--- config.mk ---
export PLATFORM = sky130hd
export DESIGN_NAME = inductance_result_hires_ctrl
export DESIGN_NICKNAME = d
export VERILOG_FILES = /design/src/rtl/ind_conv_pkg.sv /design/src/rtl/inductance_result_hires_ctrl.sv
export SDC_FILE = /design/constraint.sdc
export NUM_CORES = 1
export LEC_CHECK = 0
export ABC_CLOCK_PERIOD_IN_PS = 5800
export BUFFER_PORTS_ARGS = -buffer_cell sky130_fd_sc_hd__buf_2
export CELL_PAD_IN_SITES_DETAIL_PLACEMENT = 2
export CELL_PAD_IN_SITES_GLOBAL_PLACEMENT = 2
export CORE_MARGIN = 1.5
export CORE_UTILIZATION = 39
export DETAILED_ROUTE_END_ITERATION = 6
export HOLD_SLACK_MARGIN = 0.06
export PLACE_DENSITY_LB_ADDON = 0.1
export SYNTH_ARGS = -nofsm -noshare
export SYNTH_HDL_FRONTEND = slang
export SYNTH_SLANG_ARGS = --single-unit
--- constraint.sdc ---
create_clock -name clk -period 5.8 [get_ports clk]
set_input_delay 0.29 -clock clk [delete_from_list [all_inputs] [get_ports clk]]
set_output_delay 0.29 -clock clk [all_outputs]
set_load 0.03 [all_outputs]
--- src/rtl/ind_conv_pkg.sv ---
// constants and carrier types for the inductance result and high-resolution setup block
package ind_conv_pkg;

	// ********************************
	// register map
	// ********************************
	localparam logic [6:0] ADDR_LOSS_LOW = 7'h21;
	localparam logic [6:0] ADDR_IND_LOW = 7'h23;
	localparam logic [6:0] ADDR_IND_HIGH = 7'h24;
	localparam logic [6:0] ADDR_REF_COUNT_LOW = 7'h30;
	localparam logic [6:0] ADDR_REF_COUNT_HIGH = 7'h31;
	localparam logic [6:0] ADDR_OFFSET_LOW = 7'h32;
	localparam logic [6:0] ADDR_OFFSET_HIGH = 7'h33;
	localparam logic [7:0] REG_RESET = 8'h00;
	localparam logic [7:0] UNMAPPED_READ = 8'h00;

	// ********************************
	// field positions and timing
	// ********************************
	localparam int CMD_READ_BIT = 7;
	localparam int BYTE_LAST_BIT = 7;
	localparam int CLK_PERIOD_NS = 8;
	localparam int HIRES_COUNT_MULT = 16;
	localparam int HIRES_COUNT_EXTRA = 55;
	localparam int IND_DIVISOR = 3;
	localparam int HIRES_OFFSET_SHIFT = 8;

	// ********************************
	// types
	// ********************************
	typedef enum logic [1:0] {
		SPI_IDLE = 2'b00,
		SPI_ADDR = 2'b01,
		SPI_DATA = 2'b10,
		SPI_DONE = 2'b11
	} spi_state_e;

	typedef struct packed {
		logic cs_n;
		logic sclk;
		logic sdi;
	} spi_in_s;

	typedef struct packed {
		logic sdo;
		logic sdo_oe;
	} spi_out_s;

endpackage

--- src/rtl/inductance_result_hires_ctrl.sv ---
// serial register port, inductance result capture and high-resolution conversion timing
`timescale 1ns/1ps
module inductance_result_hires_ctrl #(
	parameter int RESULT_W = 16,
	parameter int HIRES_W = 24
) (
	input wire logic clk,
	input wire logic sys_rst,
	input wire ind_conv_pkg::spi_in_s spi_in,
	output ind_conv_pkg::spi_out_s spi_out,
	input wire logic sensor_edge,
	input wire logic [15:0] response_time_setting,
	input wire logic [HIRES_W-1:0] hires_raw,
	output logic hires_conv_done,
	output logic [HIRES_W-1:0] hires_result,
	output logic [15:0] hires_reference_count,
	output logic [15:0] hires_offset
);
	import ind_conv_pkg::*;

	// ********************************
	// serial port
	// ********************************
	spi_state_e state_reg;
	logic sclk_reg;
	logic [2:0] bit_cnt_reg;
	logic [7:0] shift_reg;
	logic [7:0] tx_reg;
	logic rd_reg;
	logic [6:0] addr_reg;
	logic sclk_rise;
	logic byte_done;
	logic [7:0] shift_next;
	logic [7:0] rdata;
	logic wr_strobe;

	// registers
	logic [7:0] ref_count_lo_reg;
	logic [7:0] ref_count_hi_reg;
	logic [7:0] offset_lo_reg;
	logic [7:0] offset_hi_reg;
	logic [RESULT_W-1:0] ind_live_reg;
	logic [RESULT_W-1:0] ind_hold_reg;

	// measurement
	logic [15:0] sens_cnt_reg;
	logic [1:0] div3_reg;
	logic [RESULT_W-1:0] acc_reg;
	logic window_end;
	logic [20:0] conv_cnt_reg;
	logic [20:0] conv_len;

	// pins are synchronous to clk, so a single delay gives the edge
	always_ff @(posedge clk or posedge sys_rst) begin
		if (sys_rst) begin
			sclk_reg <= 1'b0;
		end else begin
			sclk_reg <= spi_in.sclk;
		end
	end

	assign sclk_rise = spi_in.sclk & ~sclk_reg & ~spi_in.cs_n;
	assign byte_done = sclk_rise && (bit_cnt_reg == 3'(BYTE_LAST_BIT));
	assign shift_next = {shift_reg[6:0], spi_in.sdi};
	assign wr_strobe = byte_done && (state_reg == SPI_DATA) && !rd_reg;

	// frame sequencing: one command byte, one data byte, rest ignored until deselect
	always_ff @(posedge clk or posedge sys_rst) begin
		if (sys_rst) begin
			state_reg <= SPI_IDLE;
			bit_cnt_reg <= 3'h0;
			shift_reg <= 8'h00;
			rd_reg <= 1'b0;
			addr_reg <= 7'h00;
		end else if (spi_in.cs_n) begin
			state_reg <= SPI_IDLE;
			bit_cnt_reg <= 3'h0;
		end else begin
			if (sclk_rise) begin
				shift_reg <= shift_next;
				bit_cnt_reg <= bit_cnt_reg + 3'h1;
			end
			case (state_reg)
				SPI_IDLE: begin
					state_reg <= SPI_ADDR;
				end
				SPI_ADDR: begin
					if (byte_done) begin
						rd_reg <= shift_next[CMD_READ_BIT];
						addr_reg <= shift_next[6:0];
						state_reg <= SPI_DATA;
					end
				end
				SPI_DATA: begin
					if (byte_done) begin
						state_reg <= SPI_DONE;
					end
				end
				SPI_DONE: begin
					state_reg <= SPI_DONE;
				end
				default: begin
					state_reg <= SPI_IDLE;
				end
			endcase
		end
	end

	// read mux; inductance bytes come from the held copy so they pair up
	always_comb begin
		case (shift_next[6:0])
			ADDR_IND_LOW: rdata = ind_hold_reg[7:0];
			ADDR_IND_HIGH: rdata = ind_hold_reg[15:8];
			ADDR_REF_COUNT_LOW: rdata = ref_count_lo_reg;
			ADDR_REF_COUNT_HIGH: rdata = ref_count_hi_reg;
			ADDR_OFFSET_LOW: rdata = offset_lo_reg;
			ADDR_OFFSET_HIGH: rdata = offset_hi_reg;
			default: rdata = UNMAPPED_READ;
		endcase
	end

	// transmit shifter: loaded at command end, advanced after each master sample
	always_ff @(posedge clk or posedge sys_rst) begin
		if (sys_rst) begin
			tx_reg <= 8'h00;
		end else if (byte_done && state_reg == SPI_ADDR) begin
			tx_reg <= shift_next[CMD_READ_BIT] ? rdata : 8'h00;
		end else if (sclk_rise && state_reg == SPI_DATA) begin
			tx_reg <= {tx_reg[6:0], 1'b0};
		end
	end

	assign spi_out.sdo = tx_reg[7];
	assign spi_out.sdo_oe = ~spi_in.cs_n;

	// ********************************
	// register writes
	// ********************************
	// result registers have no write path: writes there are dropped
	always_ff @(posedge clk or posedge sys_rst) begin
		if (sys_rst) begin
			ref_count_lo_reg <= REG_RESET;
			ref_count_hi_reg <= REG_RESET;
			offset_lo_reg <= REG_RESET;
			offset_hi_reg <= REG_RESET;
		end else if (wr_strobe) begin
			case (addr_reg)
				ADDR_REF_COUNT_LOW: ref_count_lo_reg <= shift_next;
				ADDR_REF_COUNT_HIGH: ref_count_hi_reg <= shift_next;
				ADDR_OFFSET_LOW: offset_lo_reg <= shift_next;
				ADDR_OFFSET_HIGH: offset_hi_reg <= shift_next;
				default: begin
				end
			endcase
		end
	end

	assign hires_reference_count = {ref_count_hi_reg, ref_count_lo_reg};
	assign hires_offset = {offset_hi_reg, offset_lo_reg};

	// ********************************
	// inductance result
	// ********************************
	// snapshot on the loss-result read so a later read of either byte is coherent
	always_ff @(posedge clk or posedge sys_rst) begin
		if (sys_rst) begin
			ind_hold_reg <= '0;
		end else if (byte_done && state_reg == SPI_ADDR && shift_next[CMD_READ_BIT]
				&& shift_next[6:0] == ADDR_LOSS_LOW) begin
			ind_hold_reg <= ind_live_reg;
		end
	end

	// window of response_time_setting sensor edges; zero setting never closes it
	assign window_end = sensor_edge && (response_time_setting != 16'h0000)
		&& (sens_cnt_reg + 16'h0001 >= response_time_setting);

	// reference periods counted in thirds: acc = floor(cycles/3), saturating
	always_ff @(posedge clk or posedge sys_rst) begin
		if (sys_rst) begin
			sens_cnt_reg <= 16'h0000;
			div3_reg <= 2'h0;
			acc_reg <= '0;
			ind_live_reg <= '0;
		end else if (window_end) begin
			sens_cnt_reg <= 16'h0000;
			div3_reg <= 2'h0;
			acc_reg <= '0;
			ind_live_reg <= acc_reg;
		end else begin
			if (sensor_edge) begin
				sens_cnt_reg <= sens_cnt_reg + 16'h0001;
			end
			if (div3_reg == 2'(IND_DIVISOR - 1)) begin
				div3_reg <= 2'h0;
				if (acc_reg != '1) begin
					acc_reg <= acc_reg + 1'b1;
				end
			end else begin
				div3_reg <= div3_reg + 2'h1;
			end
		end
	end

	// ********************************
	// high-resolution conversion
	// ********************************
	// clk stands in for the reference clock input; zero count still runs 55 periods
	assign conv_len = 21'(hires_reference_count) * 21'(HIRES_COUNT_MULT) + 21'(HIRES_COUNT_EXTRA);

	always_ff @(posedge clk or posedge sys_rst) begin
		if (sys_rst) begin
			conv_cnt_reg <= 21'h000000;
			hires_conv_done <= 1'b0;
		end else if (conv_cnt_reg + 21'h000001 >= conv_len) begin
			conv_cnt_reg <= 21'h000000;
			hires_conv_done <= 1'b1;
		end else begin
			conv_cnt_reg <= conv_cnt_reg + 21'h000001;
			hires_conv_done <= 1'b0;
		end
	end

	// offset subtracted in units of the upper 16 result bits
	always_ff @(posedge clk or posedge sys_rst) begin
		if (sys_rst) begin
			hires_result <= '0;
		end else if (conv_cnt_reg + 21'h000001 >= conv_len) begin
			hires_result <= hires_raw - (HIRES_W'(hires_offset) << HIRES_OFFSET_SHIFT);
		end
	end

endmodule

==> impl_results.md, run 1 <==
- Post-route ant nets: 0
- Clock sinks: 173
- Via count: ~7300
- Post-Route Setup TNS: 0 ns
- Final hold slack: between 0.08 and 0.09 ns
- Top Ports: 105
- Setup ws final: 1.431 ns
- Clk Latency, worst-skew pair: 0.44 ns
- Avg Vias per Cell: 5.354
- Post-synth EDFFs: 0
- Worst-path maximum fanout: 19
- Final nets: 1123
- Comb power frac: between 20% and 30%
- Final Hold Viols: 0
- Drt total wl: around 27 mm
- TritonCTS Buffers: 17
- Core area: 24390 µm²
- Multi-input logic area: 5022 µm²
- Share of cells above drive strength 1: 22.44%
- Delay-heaviest family, CP: simple AND/OR/NAND/NOR gates
- Dpl ws: 1.361 ns
- Leakage Power: ~5.4 nW
- Final-report max-slew violation count: 0
- Power share of the clock group: 30.8%
- Setup violators final: 0
- Worst path bufs/invs: 1
- Max FFs per register: 24
- Mapped Nets: 1027
- Switching power: 1.297 mW
- Unique masters post-synth: 71
- Fraction of registers with async set/reset: 100.0%
- Die H: 160.8 µm
- Drt pass-1 iters: 4
- Unrepaired setup endpoints after global routing: false
- Sw Ratio: about a third
- Global-route wire length before repair: 44.26 mm
- Worst vdd ir: ~180 µV
- Largest net degree at the start of global routing: 68
- Die Wd: approximately 160 µm
- DP Area: about 11000 µm²
- Worst path required time: 6.12 ns
- Die area: 25850 µm²
- TritonCTS clock tree: yes
- Post-route cell area: between 10000 and 15000 µm²
- Internal power: 2.419 mW
- Yosys reg bits: 173
- Total of max-cap violations: 0
- Starting Density: 39.81%
- Commonest non-fill, non-tap cell in the layout: dfrtp_1
- WL/cell: 19.84 µm
- Fin crit period: 4.369 ns
- Slew headroom: slightly below 30%
- Syn_area_per_cell: 10.50 µm²
- DRT iter0 DRCs: 277
- Grt ovf: 0
- Synth Warn #: 0
- Slowest Stage Delay on Critical Path: 0.74 ns
- Outcome: completed
- Tcrit/Tclk final: around three quarters
- CTS H-Tree Depth: 4
- Fmax: ~0.23 GHz
- Vias in the first global route: 7936
- Most frequent cells in the layout: 173 x dfrtp_1, 104 x buf_2, 77 x nand2_1
- FILL cells: between 2000 and 3000
- Crit-path slowest cell: nor4_1
- Fin util: a little under half
- Post-Syn Area: 9709 µm²
- Root Buffer: clkbuf_16
- Max clock buf depth: 2
- Sequential Power Share: 45.0%
- Clk slew on worst S/H paths: 0.07 ns
- Arrival time worst endpoint: 4.69 ns
- Area growth syn-to-layout: 14.30%
- Row cnt: 57
- Reg-to-reg setup timing slack: approximately 1.4 ns
- Drt drc: 0
- CP Launch Type: flip-flop
- Port Buffer Count: 104
- Reg area: about 4300 µm²
- Gp weighted congestion: 0.7786
- Worst Hold Class: in -> reg
- Crit Path Category: reg -> reg
- CP Capture Type: flip-flop
- Worst slew pin tran: 1.032 ns
- Post-detail-place hpwl: approximately 20 mm
- Clk_skew: 0.01309 ns
- Synth Flop Type: dfrtp_1
- Cts repair resizes: 0
- Seq/Total Area, Yosys: 44.59%
- Initial antenna violation count: 1
- Power per standard cell area: 334.8 nW/µm²
- Overall Global Routing Usage: 21.97%
- Cell breakdown of the critical path: nand3_1 > nor4_1 > and3_1 > xor2_1 > ha_1 > and4_1 > nand4_1 > or4_1 > a31oi_2 > and2_1 > buf_4 > nor2_1
- Gate Count Post-Synth: 925
[Yosys cell counts (all sizes together), types with 2 or more instances]
master | count | area share [%]
o22ai | 6 | 0.39
a211o | 2 | 0.18
mux2 | 85 | 10
o211a | 2 | 0.21
buf | 13 | 0.91
or4 | 2 | 0.15
dfrtp | 173 | 45
xor2 | 33 | 3.0
mux2i | 14 | 1.4
a2111oi | 2 | 0.18
a31oi | 3 | 0.26
o21bai | 2 | 0.15
a21oi | 22 | 1.1
a21o | 13 | 1.0
nor2 | 75 | 2.9
ha | 55 | 7.1
and2 | 24 | 1.5
a22oi | 5 | 0.39
a211oi | 3 | 0.23
nor2b | 9 | 0.61
o211ai | 2 | 0.15
clkinv | 3 | 0.17
and4 | 11 | 0.99
nor3b | 7 | 0.88
xnor2 | 44 | 4.0
a221o | 7 | 0.72
nand3 | 29 | 1.5
nand4 | 17 | 1.1
a22o | 14 | 1.3
nor4 | 9 | 0.58
nor3 | 15 | 0.82
clkbuf | 19 | 0.75
inv | 48 | 1.9
nand2b | 6 | 0.39
o21a | 4 | 0.31
o21ai | 25 | 1.3
or3 | 3 | 0.19
o2111ai | 2 | 0.18
and3 | 14 | 0.90
a221oi | 8 | 0.72
nand2 | 79 | 3.1
[final timing paths]
check / start / endpoint / cells after the start
min in group asynchronous: sys_rst / div3_reg[0] / 3
min reg2reg: div3_reg[0] / div3_reg[0] / 1
min: hires_raw[2] / hires_result[2] / 2
max: sens_cnt_reg[2] / acc_reg[14] / 12
max in group asynchronous: sys_rst / ind_hold_reg[1] / 4
max reg2reg: sens_cnt_reg[2] / acc_reg[14] / 12
[final cells by class]
cell class	count	share of cell area, %
multi-input cells	669	45.25
flip-flops and latches	173	39.01
repair buffers	109	5.073
clock buffers	19	3.901
well taps	324	3.653
inverters	51	1.815
clock inverters	13	1.274
diodes	1	0.02255
[layer usage]
layer,up-vias,GRT usage (%),share of wire [%]
li1,3465,-,-
met5,-,0,0
met1,3708,28.50,45
met2,78,38.47,51
met4,0,5.850,1.5
met3,25,3.022,1.9
[cell families (layout without fill, tap and decap cells)]
kind of cell | count (synthesis) | after routing | share of synthesized area (%)
AO/OA/AOI/OAI | 132 | 132 | 9.704
XOR/XNOR | 77 | 77 | 6.946
adder cells (fa/ha/maj) | 56 | 56 | 7.294
buffers and inverters | 83 | 192 | 3.685
flip-flops | 173 | 173 | 44.59
multiplexers | 99 | 99 | 11.69
other | 0 | 1 | 0
AND/OR/NAND/NOR | 305 | 305 | 16.10
[stage by stage]
step                      power [mW]  instances
after global routing           3.929       1359
after floorplan                2.280        925
after CTS                      3.768       1358
final                          3.715       1359
after global placement         2.560       1324
after detailed placement       2.599       1324
[timing repair]
item                                    in CTS  in global routing
hold endpoints to repair                    44                  0
endpoints found under the setup margin       0                  0
buffers inserted                             0                  0
hold buffers                                 2                  0
[power groups by stage]
stage	Clock [mW]	Combinational (mW)	Sequential (mW)
2_1_floorplan	0	0.544	1.74
3_3_place_gp	0	0.879	1.68
3_5_place_dp	0	0.905	1.69
4_1_cts	1.18	0.916	1.67
5_1_grt	1.22	0.999	1.71
6_report	1.14	0.898	1.67
(Power assumes the default switching activity.)
==> run 2: changes to the inputs <==
Settings changed: ABC_CLOCK_PERIOD_IN_PS 5800 to 4100.
Clock period 5.8 ns to 4.1 ns, I/O delays scaled along.
==> impl_results.md, run 2 (synthesized netlist as in run 1, its figures left out) <==
- Outcome: completed
- WL/cell: 20.08 µm (+1.2%)
- Avg Vias per Cell: 5.353 (about the same)
- Starting Density: 39.81% (unchanged)
- Vias in the first global route: 8048 (+1.4%)
- Diodes inserted: 0 (-1)
- Comb power frac: 24.2% (about the same)
- DP Area: 10580 µm² (+0.73%)
- Final Hold Viols: 0 (unchanged)
- CTS H-Tree Depth: 4 (unchanged)
- Power per standard cell area: 475.5 nW/µm² (+42%)
- Critical path launch point: sens_cnt_reg[0]
- Fmax: 0.2609 GHz (+14%)
- Dpl ws: 0.1821 ns (-1.179 ns)
- Global-route wire length before repair: 45.17 mm (+2.1%)
- Fin crit period: 3.832 ns (-0.5367 ns)
- Clk_skew: 0.01510 ns (+0.002014 ns)
- Unrepaired setup endpoints after global routing: false
- Commonest non-fill, non-tap cell in the layout: dfrtp_1
- Root Buffer: clkbuf_16
- Max FFs per register: 24 (unchanged)
- Core area: 24390 µm² (unchanged)
- DRT iter0 DRCs: 276 (-0.36%)
- Sw Ratio: 34.33% (-0.57 points)
- Met2 usage: 40.42% (+1.9 points)
- Worst Hold Class: in -> reg
- Via count: 7350 (+1.0%)
- Grt met3 use: 3.228% (+0.21 points)
- Final hold slack: 0.1728 ns (+0.08631 ns)
- Switching power: 1.847 mW (+42%)
- CP Launch Type: flip-flop
- Worst hold endpoint: sens_cnt_reg[5]
- Worst slew pin tran: 0.9856 ns (-0.04628 ns)
- Initial antenna violation count: 0 (-1)
- Hold depth: 3 (+1)
- Clk slew on worst S/H paths: 0.07 ns (about the same)
- Port Buffer Count: 104 (unchanged)
- Total of max-cap violations: 0 (unchanged)
- Reg2Reg Launch Point: sens_cnt_reg[0]
- Crit Reg-Reg Endpoint: ind_live_reg[0]
- Most frequent cells in the layout: 173 x dfrtp_1, 104 x buf_2, 77 x nand2_1
- Setup Buffers After CTS: 0 (unchanged)
- Power share of the clock group: 32.0% (+1.2 points)
- Setup violators final: 0 (unchanged)
- Clk Latency, worst-skew pair: 0.44 ns (about the same)
- Post-Route Setup TNS: 0 ns (unchanged)
- Slew headroom: 32.59% (+3.2 points)
- CP Capture Type: flip-flop
- Gp weighted congestion: 0.7883 (+1.2%)
- Die H: 160.8 µm (unchanged)
- Most crowded layer after global routing: met2
- Drt drc: 0 (unchanged)
- Drt pass-1 iters: 4 (unchanged)
- TritonCTS Buffers: 17 (unchanged)
- Tcrit/Tclk final: 93.47% (+18 points)
- Share of cells above drive strength 1: 22.78% (+0.35 points)
- Worst r2r path cells: 14 (+2)
- Fin util: 46.40% (+0.90 points)
- Drt total wl: 27.57 mm (+2.2%)
- Area growth syn-to-layout: 16.56%
- Largest net degree at the start of global routing: 80 (+18%)
- Worst-path maximum fanout: 20 (+1)
- Final-report max-slew violation count: 0 (unchanged)
- Fin cells: 1373 (+1.0%)
- Setup ws final: 0.2676 ns (-1.163 ns)
- Overall Global Routing Usage: 22.41% (+0.44 points)
- Hold Path Origin: sensor_edge
- Clock sinks: 173 (unchanged)
- Arrival time worst endpoint: 4.15 ns (-0.54 ns)
- Post-route cell area: 11320 µm² (+2.0%)
- Reg-to-reg setup timing slack: 0.27 ns (-1.16 ns)
- Grt ovf: 0 (unchanged)
- Worst path required time: 4.42 ns (-1.70 ns)
- Die Wd: 160.8 µm (unchanged)
- Power, Total: 5.381 mW (+45%)
- Met1 Resource Use GR: 28.38% (-0.12 points)
- Max clock buf depth: 2 (unchanged)
- Row cnt: 57 (unchanged)
- Final nets: 1139 (+1.4%)
- Placed cell count: 1331 (+0.53%)
- Worst vdd ir: 303.0 µV (+64%)
- Crit Path Category: reg -> reg
- Leakage Power: 5.530 nW (+1.9%)
- Top Ports: 105 (unchanged)
- Die area: 25850 µm² (unchanged)
- TritonCTS clock tree: yes
- Post-route ant nets: 0 (unchanged)
- Post-detail-place hpwl: 20.25 mm (+1.5%)
- Internal power: 3.534 mW (+46%)
- Sequential Power Share: 43.9% (-1.1 points)
==> run 2: cell count changes in the layout (fill, tap and decap cells not counted), sizes merged <==
cell         before  now
diode             1    0
clkinv            9    7
bufinv            2    3
buf             107  114
clkbuf           19   20
inv              50   49
dlygate4sd3       2   11
==> run 2: power by group through the flow <==
| stage | clock network, mW | logic, mW | registers [mW] |
|---|---|---|---|
| detailed placement | 0 | 1.30 | 2.39 |
| floorplan | 0 | 0.769 | 2.46 |
| global route | 1.82 | 1.44 | 2.41 |
| finish | 1.72 | 1.30 | 2.36 |
| global placement | 0 | 1.26 | 2.37 |
| CTS | 1.77 | 1.32 | 2.36 |
==> run 2: layout make-up <==
type                       instances  area, µm²
inverter                          51      200.2
clock inverter                    11      160.2
clock buffer                      20      456.7
tap                              324      405.4
timing repair buffer             125      734.5
fill                            2637      13070
sequential                       173       4329
multi-input combinational        669       5031
==> run 2: worst max-delay path by stage <==
stage / to / slack (ns) / depth (start not counted)
after floorplan: ind_live_reg[0] / 0.49 / 14
after global routing: ind_live_reg[0] / 0.008 / 14
final: ind_live_reg[0] / 0.27 / 14
after CTS: acc_reg[4] / 0.17 / 15
after detailed placement: acc_reg[4] / 0.18 / 15
after global placement: div3_reg[1] / 0.36 / 15
==> run 2: worst max-delay path, stage by stage, from the launching register on <==
cell and delay (ns):
dfrtp_1 0.42, ha_1 0.25, and4_1 0.27, nand3_1 0.12
nor2_1 0.22, and2_1 0.17, xor2_1 0.22, ha_1 0.17
and4_1 0.21, nand4_1 0.10, or4_1 0.46, a31oi_4 0.29
and2_1 0.16, buf_4 0.26, mux2_2 0.38
==> run 2: layer usage <==
| layer | part of all wire, % | vias up | wire length (µm) |
|---|---|---|---|
| li1 | - | 3498 | - |
| met1 | 45 | 3756 | 12370 |
| met2 | 52 | 77 | 14390 |
| met3 | 2.0 | 19 | 559 |
| met4 | 0.89 | 0 | 245 |
| met5 | 0 | - | 0 |
==> run 2: repair_timing <==
action                                  in CTS  in global routing
hold buffers                                11                  0
gates resized for setup                      0                  2
hold endpoints to repair                    47                  0
endpoints found under the setup margin       0                 33
